--- config.mk ---
export PLATFORM = sky130hd
export DESIGN_NAME = cdr_lock_ctrl
export DESIGN_NICKNAME = d
export VERILOG_FILES = /design/src/common/cdr_pkg.sv /design/src/rtl/cdr_lock_ctrl.sv
export SDC_FILE = /design/constraint.sdc
export NUM_CORES = 1
export LEC_CHECK = 0
export ABC_CLOCK_PERIOD_IN_PS = 5600
export BUFFER_PORTS_ARGS = -buffer_cell sky130_fd_sc_hd__buf_2
export CAP_MARGIN = 0
export CORE_MARGIN = 4
export CORE_UTILIZATION = 40
export DETAILED_ROUTE_END_ITERATION = 8
export GPL_TIMING_DRIVEN = 0
export HOLD_SLACK_MARGIN = 0.15
export PLACE_DENSITY = 0.69
export SLEW_MARGIN = 40
export SYNTH_ARGS = -nofsm -noshare
export SYNTH_HDL_FRONTEND = slang
export SYNTH_SLANG_ARGS = --single-unit
--- constraint.sdc ---
create_clock -name core_clk_i -period 5.6 [get_ports core_clk_i]
set_clock_uncertainty 0.05 [all_clocks]
set_input_delay 1.12 -clock core_clk_i [delete_from_list [all_inputs] [get_ports core_clk_i]]
set_output_delay 1.12 -clock core_clk_i [all_outputs]
set_load 0.03 [all_outputs]
--- src/common/cdr_pkg.sv ---
// cdr_pkg: constants, layouts and types for the lock-mode controller
// assumes a single 20 MHz core clock and an Avalon-MM register bus
package cdr_pkg;
	// register byte addresses
	localparam logic [4:0] CTRL_ADDR = 5'h00;
	localparam logic [4:0] THR_ADDR = 5'h04;
	localparam logic [4:0] RATE_ADDR = 5'h08;
	localparam logic [4:0] STAT_ADDR = 5'h0c;
	localparam logic [4:0] WORD_ADDR = 5'h10;
	// reset values
	localparam logic [7:0] CTRL_RST = 8'h00;
	localparam logic [7:0] THR_RST = 8'h40;
	localparam logic [7:0] RATE_RST = 8'h14;
	// phase match window, milli-UI
	localparam logic [9:0] PHASE_TOL_MUI = 10'h050;
	// deserialization factor codes
	localparam logic [1:0] WID_8 = 2'h0;
	localparam logic [1:0] WID_10 = 2'h1;
	localparam logic [1:0] WID_16 = 2'h2;
	localparam logic [1:0] WID_20 = 2'h3;
	localparam int WORD_W = 20;
	// control register, bit 7 down to bit 0
	typedef struct packed {
		logic dig_rst;
		logic ana_rst;
		logic [1:0] width;
		logic force_data;
		logic force_ref;
		logic manual_en;
		logic force_det;
	} cdr_ctrl_t;
	// status register, bit 3 down to bit 0
	typedef struct packed {
		logic data_mode;
		logic ref_lock;
		logic freq_lock;
		logic sig_det;
	} cdr_stat_t;
	typedef enum logic [0:0] {
		ST_LOCK_TO_REFERENCE = 1'b0,
		ST_LOCK_TO_DATA = 1'b1
	} cdr_mode_t;
	// index of the last bit of a word for a factor code
	function automatic logic [4:0] cdr_last_bit(input logic [1:0] w);
		case (w)
			WID_8: cdr_last_bit = 5'h07;
			WID_10: cdr_last_bit = 5'h09;
			WID_16: cdr_last_bit = 5'h0f;
			default: cdr_last_bit = 5'h13;
		endcase
	endfunction : cdr_last_bit
endpackage : cdr_pkg

--- src/rtl/cdr_lock_ctrl.sv ---
// cdr_lock_ctrl: signal detect, lock-mode controller and deserializer
// assumes analog sensors and the serial bit strobe are synchronous to core_clk_i
//
// Functional notes
// RULE1: signal present while level exceeds threshold
// RULE2: forced detection keeps signal present high
// RULE3: signal loss returns loop to reference
// RULE4: reference mode: frequency detector on, lock flag
// RULE5: data mode: detector idle, lock flag meaningless
// RULE6: dividers give recovered clock at half rate
// RULE7: partner holds PCS reset until frequency lock
// RULE8: data mode only after reference lock
// RULE9: decode force-reference and force-data inputs
// RULE10: without manual inputs, always automatic mode
// RULE11: automatic mode starts in reference mode
// RULE12: enter data mode on signal, ppm, phase
// RULE13: leave data mode on signal and ppm loss
// RULE14: force-reference drives frequency lock low
// RULE15: force-data drives frequency lock high
// RULE16: word widths of 8, 10, 16, 20
// RULE17: first serial bit is word LSB
// RULE18: bits captured fast, words presented slow
// RULE19: one independent recovery loop per channel
// RULE20: digital reset resets receiver PCS
// RULE21: analog reset resets PMA and deserializer
// RULE22: analog reset clears lock flags, reference mode
//
// Added by the designer: register access over Avalon-MM and the address map.
`timescale 1ns/1ps
module cdr_lock_ctrl (
	// clock and reset
	input wire logic core_clk_i,
	input wire logic rst_n_i,
	// avalon-mm slave
	input wire logic [4:0] avs_address_i,
	input wire logic avs_read_i,
	input wire logic avs_write_i,
	input wire logic [31:0] avs_writedata_i,
	input wire logic [3:0] avs_byteenable_i,
	output logic [31:0] avs_readdata_o,
	output logic avs_waitrequest_o,
	// analog sensors
	input wire logic [7:0] rx_level_i,
	input wire logic ppm_ok_i,
	input wire logic [9:0] phase_err_i,
	input wire logic ref_lock_i,
	// serial data, one strobe per high-speed bit
	input wire logic ser_bit_i,
	input wire logic ser_valid_i,
	// loop control and status
	output logic sig_det_o,
	output logic freq_lock_o,
	output logic ref_lock_o,
	output logic data_mode_o,
	output logic phase_freq_detector_en_o,
	output logic data_pd_en_o,
	output logic [6:0] fb_div_o,
	// parallel side
	output logic [cdr_pkg::WORD_W-1:0] word_o,
	output logic word_valid_o,
	output logic pcs_rst_o
);
	import cdr_pkg::*;

	cdr_ctrl_t ctrl;
	logic [7:0] thr;
	logic [7:0] rate;
	cdr_mode_t mode;
	cdr_mode_t next_mode;
	cdr_stat_t stat;
	logic auto_mode;
	logic phase_ok;
	logic enter_data;
	logic ana;
	logic [4:0] bit_cnt;
	logic [4:0] last_bit;
	logic [WORD_W-1:0] asm_word;
	logic [WORD_W-1:0] next_asm;
	logic wr_take;
	logic rd_take;

	assign ana = ctrl.ana_rst;
	assign wr_take = avs_write_i && !avs_waitrequest_o;
	assign rd_take = avs_read_i && avs_waitrequest_o;

	// bus handshake: every access answers one edge after it is seen
	always_ff @(posedge core_clk_i) begin
		if (!rst_n_i) begin
			avs_waitrequest_o <= 1'b1;
		end else if ((avs_read_i || avs_write_i) && avs_waitrequest_o) begin
			avs_waitrequest_o <= 1'b0;
		end else begin
			avs_waitrequest_o <= 1'b1;
		end
	end

	// register writes; only lane 0 carries data
	always_ff @(posedge core_clk_i) begin
		if (!rst_n_i) begin
			ctrl <= CTRL_RST;
			thr <= THR_RST;
			rate <= RATE_RST;
		end else if (wr_take && avs_byteenable_i[0]) begin
			case (avs_address_i)
				CTRL_ADDR: ctrl <= avs_writedata_i[7:0];
				THR_ADDR: thr <= avs_writedata_i[7:0];
				RATE_ADDR: rate <= avs_writedata_i[7:0];
				default: ;
			endcase
		end
	end

	assign stat = '{data_mode: data_mode_o, ref_lock: ref_lock_o,
		freq_lock: freq_lock_o, sig_det: sig_det_o};

	// read data, unmapped reads return zero
	always_ff @(posedge core_clk_i) begin
		if (!rst_n_i) begin
			avs_readdata_o <= 32'h0;
		end else if (rd_take) begin
			case (avs_address_i)
				CTRL_ADDR: avs_readdata_o <= {24'h0, ctrl};
				THR_ADDR: avs_readdata_o <= {24'h0, thr};
				RATE_ADDR: avs_readdata_o <= {24'h0, rate};
				STAT_ADDR: avs_readdata_o <= {28'h0, stat};
				WORD_ADDR: avs_readdata_o <= {12'h0, word_o};
				default: avs_readdata_o <= 32'h0;
			endcase
		end
	end

	// signal detect; force wins even over analog reset
	always_ff @(posedge core_clk_i) begin
		if (!rst_n_i) begin
			sig_det_o <= 1'b0;
		end else begin
			sig_det_o <= ctrl.force_det || (!ana && (rx_level_i > thr)); // RULE1 RULE2
		end
	end

	// half-rate loop: feedback divide is half the rate ratio
	always_ff @(posedge core_clk_i) begin
		if (!rst_n_i) begin
			fb_div_o <= 7'h0;
		end else begin
			fb_div_o <= rate[7:1]; // RULE6
		end
	end

	// manual inputs count only when the manual option is on
	assign auto_mode = !ctrl.manual_en || (!ctrl.force_ref && !ctrl.force_data); // RULE9 RULE10
	assign phase_ok = phase_err_i <= PHASE_TOL_MUI;
	// reference lock must precede data mode
	assign enter_data = ref_lock_i && sig_det_o && ppm_ok_i && phase_ok; // RULE8 RULE12

	// one loop per channel; replicate the module per lane
	always_comb begin
		next_mode = mode; // RULE19
		if (!auto_mode) begin
			next_mode = ctrl.force_data ? ST_LOCK_TO_DATA : ST_LOCK_TO_REFERENCE; // RULE9
		end else begin
			case (mode)
				ST_LOCK_TO_REFERENCE: begin
					if (enter_data) begin
						next_mode = ST_LOCK_TO_DATA; // RULE11 RULE12
					end
				end
				ST_LOCK_TO_DATA: begin
					// signal loss alone is enough; it covers loss with ppm drift too
					if (!sig_det_o) begin
						next_mode = ST_LOCK_TO_REFERENCE; // RULE3 RULE13
					end
				end
				default: next_mode = ST_LOCK_TO_REFERENCE;
			endcase
		end
	end

	always_ff @(posedge core_clk_i) begin
		if (!rst_n_i || ana) begin
			mode <= ST_LOCK_TO_REFERENCE; // RULE11 RULE22
		end else begin
			mode <= next_mode;
		end
	end

	// frequency lock, data mode and detector enables follow the mode being entered; ref_lock_o follows ref_lock_i
	always_ff @(posedge core_clk_i) begin
		if (!rst_n_i || ana) begin
			freq_lock_o <= 1'b0; // RULE22
			ref_lock_o <= 1'b0;
			data_mode_o <= 1'b0;
			phase_freq_detector_en_o <= 1'b0;
			data_pd_en_o <= 1'b0;
		end else begin
			freq_lock_o <= next_mode == ST_LOCK_TO_DATA; // RULE14 RULE15
			// in data mode this flag is passed raw and carries no meaning
			ref_lock_o <= ref_lock_i; // RULE4 RULE5
			data_mode_o <= next_mode == ST_LOCK_TO_DATA;
			phase_freq_detector_en_o <= next_mode == ST_LOCK_TO_REFERENCE; // RULE4
			data_pd_en_o <= next_mode == ST_LOCK_TO_DATA; // RULE5
		end
	end

	// deserializer: bit i of the word takes the i-th serial bit
	assign last_bit = cdr_last_bit(ctrl.width); // RULE16
	for (genvar i = 0; i < WORD_W; i++) begin : g_bit
		assign next_asm[i] = (ser_valid_i && bit_cnt == 5'(i)) ? ser_bit_i : asm_word[i]; // RULE17
	end

	// assembly clears per word so unused high bits stay zero
	always_ff @(posedge core_clk_i) begin
		if (!rst_n_i || ana) begin
			bit_cnt <= 5'h0; // RULE21
			asm_word <= '0;
		end else if (ser_valid_i && bit_cnt >= last_bit) begin
			bit_cnt <= 5'h0;
			asm_word <= '0;
		end else begin
			bit_cnt <= ser_valid_i ? bit_cnt + 5'h1 : bit_cnt;
			asm_word <= next_asm;
		end
	end

	// word strobe stands for the low-speed parallel clock
	always_ff @(posedge core_clk_i) begin
		if (!rst_n_i || ana) begin
			word_o <= '0; // RULE21
			word_valid_o <= 1'b0;
		end else begin
			word_valid_o <= ser_valid_i && bit_cnt >= last_bit; // RULE18
			if (ser_valid_i && bit_cnt >= last_bit) begin
				word_o <= next_asm;
			end
		end
	end

	always_ff @(posedge core_clk_i) begin
		if (!rst_n_i) begin
			pcs_rst_o <= 1'b1;
		end else begin
			pcs_rst_o <= ctrl.dig_rst; // RULE20
		end
	end
endmodule : cdr_lock_ctrl

# Word level (Yosys, flattened, before mapping)
# Cells that the tools add are included.
# W data, S select, Z words.
dict set report classes {
  mux 28
  n_reduce_logical 47
  mul 0
  magnitude_cmp 3
  shifts 0
  addsub 1
  n_eq_ne 25
  div 0
  n_bitwise 2
}
# op n
set op_table {}
lappend op_table {{$pmux W20 S5} 1}
lappend op_table {{$eq A5 B4 Y1 const B} 10}
lappend op_table {{$logic_and A1 B1 Y1} 30}
lappend op_table {{$eq A5 B3 Y1 const B} 5}
lappend op_table {{$eq A5 B5 Y1 const B} 5}
lappend op_table {{$mux W1} 25}
lappend op_table {{$pmux W5 S3} 1}
lappend op_table {{$eq A5 B2 Y1 const B} 2}
lappend op_table {{$le A10 B7 Y1 const B} 1}
lappend op_table {{$logic_not A5 Y1} 2}
lappend op_table {{$gt A8 B8 Y1} 1}
lappend op_table {{$logic_not A1 Y1} 6}
lappend op_table {{$reduce_and A2 Y1} 3}
lappend op_table {{$add A5 B1 Y5 const B} 1}
lappend op_table {{$eq A5 B1 Y1 const B} 1}
lappend op_table {{$ge A5 B5 Y1} 1}
lappend op_table {{$logic_or A1 B1 Y1} 4}
lappend op_table {{$eq A2 B1 Y1 const B} 1}
lappend op_table {{$eq A2 B2 Y1 const B} 1}
lappend op_table {{$logic_not A2 Y1} 1}
lappend op_table {{$not A1 Y1} 2}
lappend op_table {{$pmux W1 S2} 1}
lappend op_table {{$reduce_or A2 Y1} 1}
dict set report word_totals {
  register_bits 115
  n_memories 0
  word_cells 127
  output_inout_bits 68
  latch_bits 0
  ramBits 0
  in_bits 67
  romBits 0
}

# Longest topological paths before layout
# Gate-level depths: netlist of run 1.
dict set report logic_depth {
  depth_word 7
  ltp_mapped 8
  mapped_depth_nobuf 7
}

# Least setup slack after synthesis of run 1
# Ideal clock, no wire load.
dict set report synth_timing {
  path_kind {input to register}
  startpoint {in avs_address_i[2]}
  endpoint {reg ctrl[4] in the netlist's numbering}
  slack_ns 3.344
  t_required_ns 5.434
  cell_stages 6
  n_path_buf 2
  arrival_time_ns 2.090
  setup_time_ns 0.116
  path_cell_list {buf_6 -> nor4_4 -> nand3b_2 -> buf_6 -> mux2i_1 -> nor2b_1}
}
dict set report synth_between {
  elab_chain_cells 2
}
# item line
set synth_rtl {}
lappend synth_rtl {{from (decl)} cdr_lock_ctrl.sv:35} ;# input wire logic [4:0] avs_address_i,
lappend synth_rtl {{$logic_not A5 Y1} cdr_lock_ctrl.sv:104} ;# case (avs_address_i)
lappend synth_rtl {{$reduce_and A2 Y1 (no source line)} -}
lappend synth_rtl {{to (signal assigned)} cdr_lock_ctrl.sv:105} ;# CTRL_ADDR: ctrl <= avs_writedata_i[7:0];
lappend synth_rtl {{to (decl)} cdr_lock_ctrl.sv:65} ;# cdr_ctrl_t ctrl;
# No other way between the ends.
# A chain may end at the register's enable or synchronous reset.

# Worst setup path after layout of run 1
dict set report layout_timing {
  startpoint {reg ctrl[4] in the netlist's numbering}
  endpoint {reg word_o[3] in the netlist's numbering}
}
dict set report layout_between {
  elab_chain_cells 4
  elab_cells_between_ends 6
  classes_between {order compare: 1; eq/ne: 2; mux: 1; reduce/logical: 2}
}
# item line
set layout_rtl {}
lappend layout_rtl {{$eq A2 B2 Y1, or another cell as far along} cdr_pkg.sv:45} ;# case (w)
lappend layout_rtl {{$pmux W5 S3 (*)} cdr_pkg.sv:45}
lappend layout_rtl {{$ge A5 B5 Y1 (*)} cdr_lock_ctrl.sv:232} ;# if (ser_valid_i && bit_cnt >= last_bit) begin
lappend layout_rtl {{$logic_and A1 B1 Y1 (*)} cdr_lock_ctrl.sv:232}
lappend layout_rtl {{to (signal assigned)} cdr_lock_ctrl.sv:233} ;# word_o <= next_asm;
lappend layout_rtl {{to (decl)} cdr_lock_ctrl.sv:59} ;# output logic [cdr_pkg::WORD_W-1:0] word_o,
# Every way passes the cells marked *; elsewhere a longest branch is shown, timed or not.

==> impl_metrics.yaml, run 1 <==
finish:
  final_cell_mix: "dfxtp_1 (103), buf_2 (96), nand2_1 (40)"
  final_area_um2: 5650
  finalNonFillerCells: 738
  seq_area_um2: 2060
  final_common_cell: "dfxtp_1"
  final_util_pct: 49.4
  fillers: 1100
  multi_input_area_um2: 2310
  finalNetCount: 676
  drive_above_1_share_pct: 25.4
  area_delta_synth_final_pct: 21.4
  n_antenna_cell: 0
synthesis:
  ys_seq_area_share_pct: 44.3
  ys_types: 56
  synthTopCellsByArea: "dfxtp_1 (44%), mux2i_1 (8.2%), ha_1 (5.1%)"
  yosys_warnings: 0
  yosysTopAreaCellShare_pct: 44.3
  syn-cell-area_um2: 4650
  synth_top_cell_by_area: "dfxtp_1"
  synth_edf_count: 0
  syn_inst: 476
  ys.flop_type: "dfxtp_1"
  async_reset_ff_share_pct: 0
  synth_area_per_cell_um2: 9.77
  synth_seq_cells: 103
power_and_ir_drop:
  p_per_area_nw_per_um2: 280
  p_leak_nw: 2.56
  power.total_mw: 1.58
  vdd_drop_max_mv: 0.169
clock_tree:
  root_buffer: "clkbuf_16"
  cts_made_buffers: 9
  cts_tree: "done"
  cts.clk_slew.worst_paths_ns: 0.07
  ctsResizeCount: 0
  cts.hold.buffers_added: 0
  clk-insertion-delay-late_ns: 0.35
  postCtsSetupRepairBufs: 0
  htreeDepth: 3
  cts_num_sinks: 103
  cts_max_path_buffers: 2
sta:
  timing.final.crit_share_pct: 40.9
  maxSlewHeadroom_pct: 63.8
  fmax_mhz: 437
  min_period_ns: 2.29
  hold_violations: 0
  final-setup-viol-count: 0
  fin_ws_ns: 3.31
  tns_ns: 0
  rsz0062_at_grt: "no"
  max_slew.worst_pin.slew_ns: 0.543
  whs_ns: 0.414
  report.final.slew_viol_count: 0
drt:
  routed_wl_um: 11800
  drt_pass1_iterations: 4
  ant_nets: 0
  wl_per_cell_um: 16.0
  drc: 0
  viasPerCell: 5.17
  vias: 3818
  drtIter0Drc: 181
grt:
  grtUsageTotal_pct: 17.6
  overflow: 0
  grt_pass1_vias: 3731
  antenna_found_initial: 0
  grt_pass1_wl_um: 18600
  grt_start_max_net_pins: 20
placed_design:
  hpwl_um: 9180
  post-place-ws_ns: 3.03
  placed_cell_area_um2: 5330
  place_congestion: 0.849
  dp.cells: 722
  port_buffers: 92
run:
  cap_violations: 0
floorplanning:
  die_h_um: 116
  dieArea_um2: 13400
  core_um2: 11400
  initial_core_util_pct: 40.7
  dieWidth_um: 116
  rows: 39
  io_pins: 135
setup_path:
  worstPathRequired_ns: 5.76
  crit_path_frequent_cell: "ha_1"
  crit_path_max_incr_delay_ns: 0.45
  endpoint_kind: "flip-flop"
  reg2reg_from: "ctrl[4]"
  crit_chain: "ha_1 -> ha_1 -> a21oi_1 -> o22ai_1 -> nor2_1 -> clkbuf_1 -> o2bb2ai_1"
  arrival_ns: 2.45
  crit_fanout: 10
  critical_path_class: "reg2reg"
  cp_slowest_cell: "dfxtp_1"
  start_kind: "flip-flop"
  startpoint: "ctrl[4]"
worst_hold_path:
  hold_path.class: "reg2reg"
  min_from: "rate[0]"
run_status:
  outcome: "completed"
registers in the layout (all words and copies together), names as in the netlist, 5 cells and up:
name            count
word_o             20
rate                8
thr                 8
asm_word           20
fb_div_o            7
ctrl                7
bit_cnt             5
avs_readdata_o     20
area by class of cell:
class	instances	area share [%]
buffer	41	4.68
clock buffer	9	3.99
clock inverter	7	1.60
inverter	15	0.997
multi-input combinational	328	40.9
sequential	103	36.5
tap	143	3.17
timing repair buffer	92	8.16
path summary, 6_finish.rpt:
check	end	slack [ns]	depth (start not counted)
max reg2reg	word_o[3]	3.31	7
min	rate[0]	0.41	2
max	word_o[3]	3.31	7
min reg2reg	rate[0]	0.41	2
cell families (layout without fill, tap and decap cells):
| group | after synthesis | count (layout) | share of synthesized area (%) |
|---|---|---|---|
| AND/OR/NAND/NOR | 160 | 160 | 19.6 |
| flip-flops | 103 | 103 | 44.3 |
| AO/OA/AOI/OAI | 91 | 91 | 14.0 |
| buffers and inverters | 56 | 164 | 6.89 |
| multiplexers | 43 | 43 | 9.39 |
| adder cells (fa/ha/maj) | 19 | 19 | 5.11 |
| XOR/XNOR | 3 | 3 | 0.565 |
| other | 1 | 12 | 0.0807 |
worst max-delay path, delay by kind of cell, from the launching register on:
kind | cells | cell delay, ns
buffers and inverters | 1 | 0.44
flip-flops | 1 | 0.45
adder cells (fa/ha/maj) | 2 | 0.57
AO/OA/AOI/OAI | 3 | 0.43
AND/OR/NAND/NOR | 1 | 0.22
layer usage:
metal | global-route usage (%) | share of wire (%) | up-vias
met5 | 0 | 0 | -
met4 | 4.41 | 1.3 | 0
met3 | 3.66 | 5.5 | 13
met2 | 30.8 | 49 | 113
met1 | 22.1 | 44 | 1811
li1 | - | - | 1881
synthesized netlist by cell type, drive strengths merged, types with 4 or more instances:
| library cell | number |
|---|---|
| and2 | 16 |
| buf | 28 |
| o2bb2ai | 22 |
| clkbuf | 13 |
| a22oi | 16 |
| a21oi | 18 |
| nor2 | 28 |
| inv | 15 |
| mux2 | 5 |
| nand2 | 40 |
| dfxtp | 103 |
| a21boi | 7 |
| nand4 | 4 |
| o21ai | 11 |
| nor2b | 30 |
| mux2i | 38 |
| nand3 | 15 |
| ha | 19 |
| o211ai | 4 |
power breakdown:
group	switching [mW]	total, mW	internal (mW)
sequential	0.0137	0.758	0.745
clock	0.299	0.655	0.356
combinational	0.106	0.168	0.0619
No activity file was read; power rests on OpenSTA's default activity.
==> run 2: changes to the inputs <==
--- a/config.mk
+++ b/config.mk
@@ -5,7 +5,8 @@
 export SDC_FILE = /design/constraint.sdc
 export NUM_CORES = 1
 export LEC_CHECK = 0
-export ABC_CLOCK_PERIOD_IN_PS = 5600
+export ABC_AREA = 1
+export ABC_CLOCK_PERIOD_IN_PS = 2310
 export BUFFER_PORTS_ARGS = -buffer_cell sky130_fd_sc_hd__buf_2
 export CAP_MARGIN = 0
 export CORE_MARGIN = 4
==> constraint.sdc (replaced) <==
create_clock -name core_clk_i -period 2.31 [get_ports core_clk_i]
set_clock_uncertainty 0.05 [all_clocks]
set_input_delay 0.462 -clock core_clk_i [delete_from_list [all_inputs] [get_ports core_clk_i]]
set_output_delay 0.462 -clock core_clk_i [all_outputs]
set_load 0.03 [all_outputs]
==> run 2 against run 1 <==
Compared with the run above:
- fmax grew 9.3%
- register-to-register slack lost 3.1 ns
- clock power grew to 2.7 times the previous value
- setup slack lost 3.1 ns
- utilization grew 0.71 points
- non-clock buffer count shrank 2
- synthesized cell count grew 35%
- critical path depth grew 4
- largest power group unchanged
==> impl_metrics.yaml, run 2 <==
run_status:
  outcome: "completed"
clock_tree:
  clk-insertion-delay-late_ns: 0.34
  htreeDepth: 3
  cts_made_buffers: 9
  cts_max_path_buffers: 2
  cts.clk_slew.worst_paths_ns: 0.07
  cts_tree: "done"
  root_buffer: "clkbuf_16"
  postCtsSetupRepairBufs: 0
  cts_num_sinks: 103
drt:
  routed_wl_um: 11600
  viasPerCell: 4.64
  drtIter0Drc: 208
  drt_pass1_iterations: 4
  vias: 4207
  drc: 0
  ant_nets: 0
  wl_per_cell_um: 12.8
power_and_ir_drop:
  internal_power_mw: 3.01
  p_per_area_nw_per_um2: 682
  p_switching_mw: 0.899
  pwr-share-seq_pct: 46.8
  vdd_drop_max_mv: 0.468
  combPwrFrac_pct: 8.8
  p_leak_nw: 2.69
  switching_share_pct: 23.0
  clkPwrFrac_pct: 44.5
finish:
  final_common_cell: "nand2_1"
  final_cell_mix: "nand2_1 (146), dfxtp_1 (102), buf_2 (101)"
  final_util_pct: 50.2
  largestRegisters: "asm_word (20), avs_readdata_o (20), word_o (20)"
  finalNetCount: 844
  drive_above_1_share_pct: 20.7
  n_antenna_cell: 0
  area_delta_synth_final_pct: 22.2
run:
  cap_violations: 0
sta:
  final-setup-viol-count: 0
  tns_ns: 0
  report.final.slew_viol_count: 0
  min_period_ns: 2.09
  fin_ws_ns: 0.217
  fmax_mhz: 478
  rsz0062_at_grt: "no"
  hold_violations: 0
  whs_ns: 0.280
  timing.final.crit_share_pct: 90.6
synthesis:
  synth_most_common_cell: "nand2_1"
  ys_types: 30
  yosys-top-cells-count: "nand2_1 (146), dfxtp_1 (103), inv_1 (75), nor2_1 (75), o21ai_0 (55)"
  synth_seq_cells: 103
  synth_edf_count: 0
  yosys_warnings: 0
  ys_seq_area_share_pct: 44.0
  synth_top_cell_by_area: "dfxtp_1"
  ys.flop_type: "dfxtp_1"
  synth_area_per_cell_um2: 7.30
  syn-cell-area_um2: 4680
  yosysTopAreaCellShare_pct: 44.0
  synthTopCellsByArea: "dfxtp_1 (44%), nand2_1 (12%), inv_1 (6.0%)"
  async_reset_ff_share_pct: 0
  syn_inst: 642
setup_path:
  crit_fanout: 10
  cp_slowest_cell: "dfxtp_1"
  start_kind: "flip-flop"
  crit_chain: "ha_1 -> ha_1 -> nand2_1 -> inv_1 -> o21ai_1 -> nand3b_1 -> nand2_1 -> buf_4 -> nand2_4 -> buf_4 -> nor2_1"
  crit_path_max_incr_delay_ns: 0.42
  endpoint_kind: "flip-flop"
  worstPathRequired_ns: 2.54
  critical_path_class: "reg2reg"
  crit_family: "adder cells"
  crit_buf_inv: 3
  arrival_ns: 2.32
grt:
  antenna_found_initial: 0
  grt_pass1_vias: 3888
  grt_start_max_net_pins: 16
  grtUsageTotal_pct: 17.3
  overflow: 0
  grt_pass1_wl_um: 18500
floorplanning:
  dieWidth_um: 116
  initial_core_util_pct: 41.0
  core_um2: 11400
  die_h_um: 116
  rows: 39
  io_pins: 135
  dieArea_um2: 13500
worst_hold_path:
  hold_path.class: "in2reg"
placed_design:
  hpwl_um: 9100
  place_congestion: 0.879
  port_buffers: 94
  post-place-ws_ns: 0.0948
==> run 2: logic make-up (layout without fill, tap and decap cells) <==
| group | count (synthesis) | after routing | synth area share (%) |
|---|---|---|---|
| and+or+nand+nor | 289 | 289 | 26.8 |
| other | 1 | 12 | 0.0801 |
| DFF | 103 | 103 | 44.0 |
| xor gates and xnor gates | 2 | 2 | 0.374 |
| buffers and inverters | 116 | 226 | 11.3 |
| AOI/OAI and AO/OA | 112 | 112 | 12.4 |
| adders and majority gates | 19 | 19 | 5.07 |
==> run 2: final cells by class <==
cell class              instances  area [µm²]
inverters                      79         297
plain buffers                  37         238
clock buffers                  13         250
multi-input cells             434        2140
clock inverters                 3        90.1
flip-flops and latches        103        2060
fillers                      1161        5690
repair buffers                 94         470
well taps                     143         179
==> run 2: through the flow <==
step           total power [mW]  area [µm²]  cells
6_report                   3.90        5730    906
3_3_place_gp               2.20        5380    890
2_1_floorplan              2.09        4730    653
3_5_place_dp               2.20        5380    890
5_1_grt                    4.02        5730    906
4_1_cts                    3.92        5720    906
==> run 2: path summary, 6_finish.rpt <==
kind | startpoint | end | slack [ns] | cells after the start
max | ctrl[4] | asm_word[8] | 0.22 | 11
min | avs_write_i | avs_waitrequest_o | 0.28 | 2
max reg2reg | ctrl[4] | asm_word[8] | 0.22 | 11
min reg2reg | rate[3] | fb_div_o[2] | 0.39 | 2
==> run 2: what timing repair did <==
item | 4_1_cts | 5_1_grt
setup endpoints to repair | 0 | 31
resized for setup | 0 | 7
hold buffers | 0 | 0
==> run 2: power by group through the flow <==
stage / registers (mW) / clock network (mW) / logic [mW]
6_report: 1.83 / 1.74 / 0.343
4_1_cts: 1.83 / 1.75 / 0.341
2_1_floorplan: 1.91 / 0 / 0.178
3_3_place_gp: 1.87 / 0 / 0.338
3_5_place_dp: 1.87 / 0 / 0.339
5_1_grt: 1.83 / 1.81 / 0.378
==> run 2: per-layer routing <==
layer  share of wire [%]  GRT usage, %  wire length [µm]
met5                   0             0                 0
met1                  46          21.9              5370
met2                  47          29.1              5510
met4                 1.8          5.34               207
met3                 4.6          4.15               537
==> run 3: changes to the inputs <==
--- a/config.mk
+++ b/config.mk
@@ -5,7 +5,6 @@
 export SDC_FILE = /design/constraint.sdc
 export NUM_CORES = 1
 export LEC_CHECK = 0
-export ABC_AREA = 1
 export ABC_CLOCK_PERIOD_IN_PS = 2310
 export BUFFER_PORTS_ARGS = -buffer_cell sky130_fd_sc_hd__buf_2
 export CAP_MARGIN = 0
==> run 3 against run 2 <==
Compared with the run above:
- total power shrank 1.9%
- first-iteration DRC count is 16% lower
- final cell count shrank 19%
- critical path depth fell by 4
- count of clock-buffer cells in the layout down 4
- clock power down 9%
- register-to-register slack worse by 0.06 ns
- fmax is 2.9% lower
- non-clock buffer count up 2
- sequential share of layout area is 0.48 points higher
- setup slack lost 0.062 ns
- critical endpoint is now asm_word[13]
- highest routed layer unchanged
==> impl_metrics.yaml, run 3 (synthesis gave the netlist of run 1 again) <==
setup_path:
  crit_family: "adder cells"
  cp_slowest_cell: "dfxtp_1"
  crit_buf_inv: 1
  endpoint_kind: "flip-flop"
  critical_path_class: "reg2reg"
  start_kind: "flip-flop"
  reg2reg_from: "ctrl[4]"
  crit_path_max_incr_delay_ns: 0.44
  crit_fanout: 10
  crit_path_frequent_cell: "ha_1"
  arrival_ns: 2.34
  crit_chain: "ha_1 -> ha_1 -> nand2_1 -> o2111a_1 -> nor2_2 -> buf_2 -> nor2_1"
  startpoint: "ctrl[4]"
  worstPathRequired_ns: 2.49
worst_hold_path:
  hold_path.class: "in2reg"
  min_from: "ref_lock_i"
placed_design:
  hpwl_um: 9180
  place_congestion: 0.849
  port_buffers: 92
sta:
  rsz0062_at_grt: "no"
  report.final.slew_viol_count: 0
  hold_violations: 0
  fmax_mhz: 464
  whs_ns: 0.281
  timing.final.crit_share_pct: 93.3
  tns_ns: 0
  min_period_ns: 2.15
  final-setup-viol-count: 0
  max_slew.worst_pin.slew_ns: 0.543
  maxSlewHeadroom_pct: 63.8
floorplanning:
  die_h_um: 116
  io_pins: 135
  rows: 39
  dieArea_um2: 13400
  initial_core_util_pct: 40.7
  dieWidth_um: 116
  core_um2: 11400
clock_tree:
  cts.hold.buffers_added: 0
  cts.clk_slew.worst_paths_ns: 0.07
  clk-insertion-delay-late_ns: 0.34
  root_buffer: "clkbuf_16"
  cts_tree: "done"
  cts_made_buffers: 9
  htreeDepth: 3
  cts_max_path_buffers: 2
  cts_num_sinks: 103
drt:
  wl_per_cell_um: 16.0
  routed_wl_um: 11800
  drc: 0
  drtIter0Drc: 175
  vias: 3800
  ant_nets: 0
  viasPerCell: 5.15
  drt_pass1_iterations: 4
grt:
  grt_pass1_vias: 3731
  grt_pass1_wl_um: 18600
  grt_start_max_net_pins: 20
  antenna_found_initial: 0
  overflow: 0
  grtUsageTotal_pct: 17.6
finish:
  final_util_pct: 49.5
  area_delta_synth_final_pct: 21.5
  n_antenna_cell: 0
  final_cell_mix: "dfxtp_1 (103), buf_2 (96), nand2_1 (40)"
  final_common_cell: "dfxtp_1"
  fillers: 1102
  finalNetCount: 676
  drive_above_1_share_pct: 25.7
  largestRegisters: "asm_word (20), avs_readdata_o (20), word_o (20)"
run:
  cap_violations: 0
power_and_ir_drop:
  p_leak_nw: 2.57
  p_per_area_nw_per_um2: 678
  vdd_drop_max_mv: 0.408
run_status:
  outcome: "completed"
run 3: per-layer routing:
metal,up-vias,share of wire [%],wire [µm],track usage [%]
li1,1881,-,-,-
met1,1789,43,5060,22.1
met2,118,50,5890,30.8
met3,12,6.1,722,3.66
met4,0,1.1,131,4.41
met5,-,0,0,0
run 3: worst reg2reg max path: cells and delay by family, from the launching register on:
family / cells / cell delay (ns)
fa+ha+maj: 2 / 0.58
flops: 1 / 0.44
simple gates: 3 / 0.42
buf+inv: 1 / 0.29
compound gates: 1 / 0.26
run 3: metrics by stage:
step / area [µm²] / cells / setup WS (ns) / total power [mW]
floorplan: 4690 / 487 / 0.397 / 2.14
global placement: 5330 / 722 / 0.172 / 2.27
detailed placement: 5330 / 722 / 0.0775 / 2.29
CTS: 5650 / 738 / 0.0638 / 3.85
global route: 5650 / 738 / 0.00666 / 3.96
finish: 5650 / 738 / 0.156 / 3.83
run 3: power by group:
group / switching, mW / internal (mW)
registers: 0.0326 / 1.81
clock network: 0.719 / 0.863
logic: 0.258 / 0.150
run 3: worst paths after layout:
kind                        to  slack, ns  cells past startpoint
setup / recovery  asm_word[13]       0.16                      7
hold / removal      ref_lock_o       0.28                      2
setup reg to reg  asm_word[13]       0.16                      7
hold reg to reg        rate[0]       0.41                      2
run 3: layout make-up:
| cell class | count | area [µm²] | area share (%) |
|---|---|---|---|
| Sequential cell | 103 | 2060 | 36.5 |
| Multi-Input combinational cell | 328 | 2310 | 40.9 |
| Buffer | 41 | 267 | 4.72 |
| Timing Repair Buffer | 92 | 460 | 8.15 |
| Clock inverter | 7 | 90.1 | 1.60 |
| Tap cell | 143 | 179 | 3.17 |
| Clock buffer | 9 | 225 | 3.99 |
| Inverter | 15 | 56.3 | 0.997 |
run 3: what timing repair did:
item | CTS | global route
gates resized for setup | 0 | 4
buffers inserted | 0 | 0
setup endpoints to repair | 0 | 20
endpoints found under the hold margin | 0 | 0
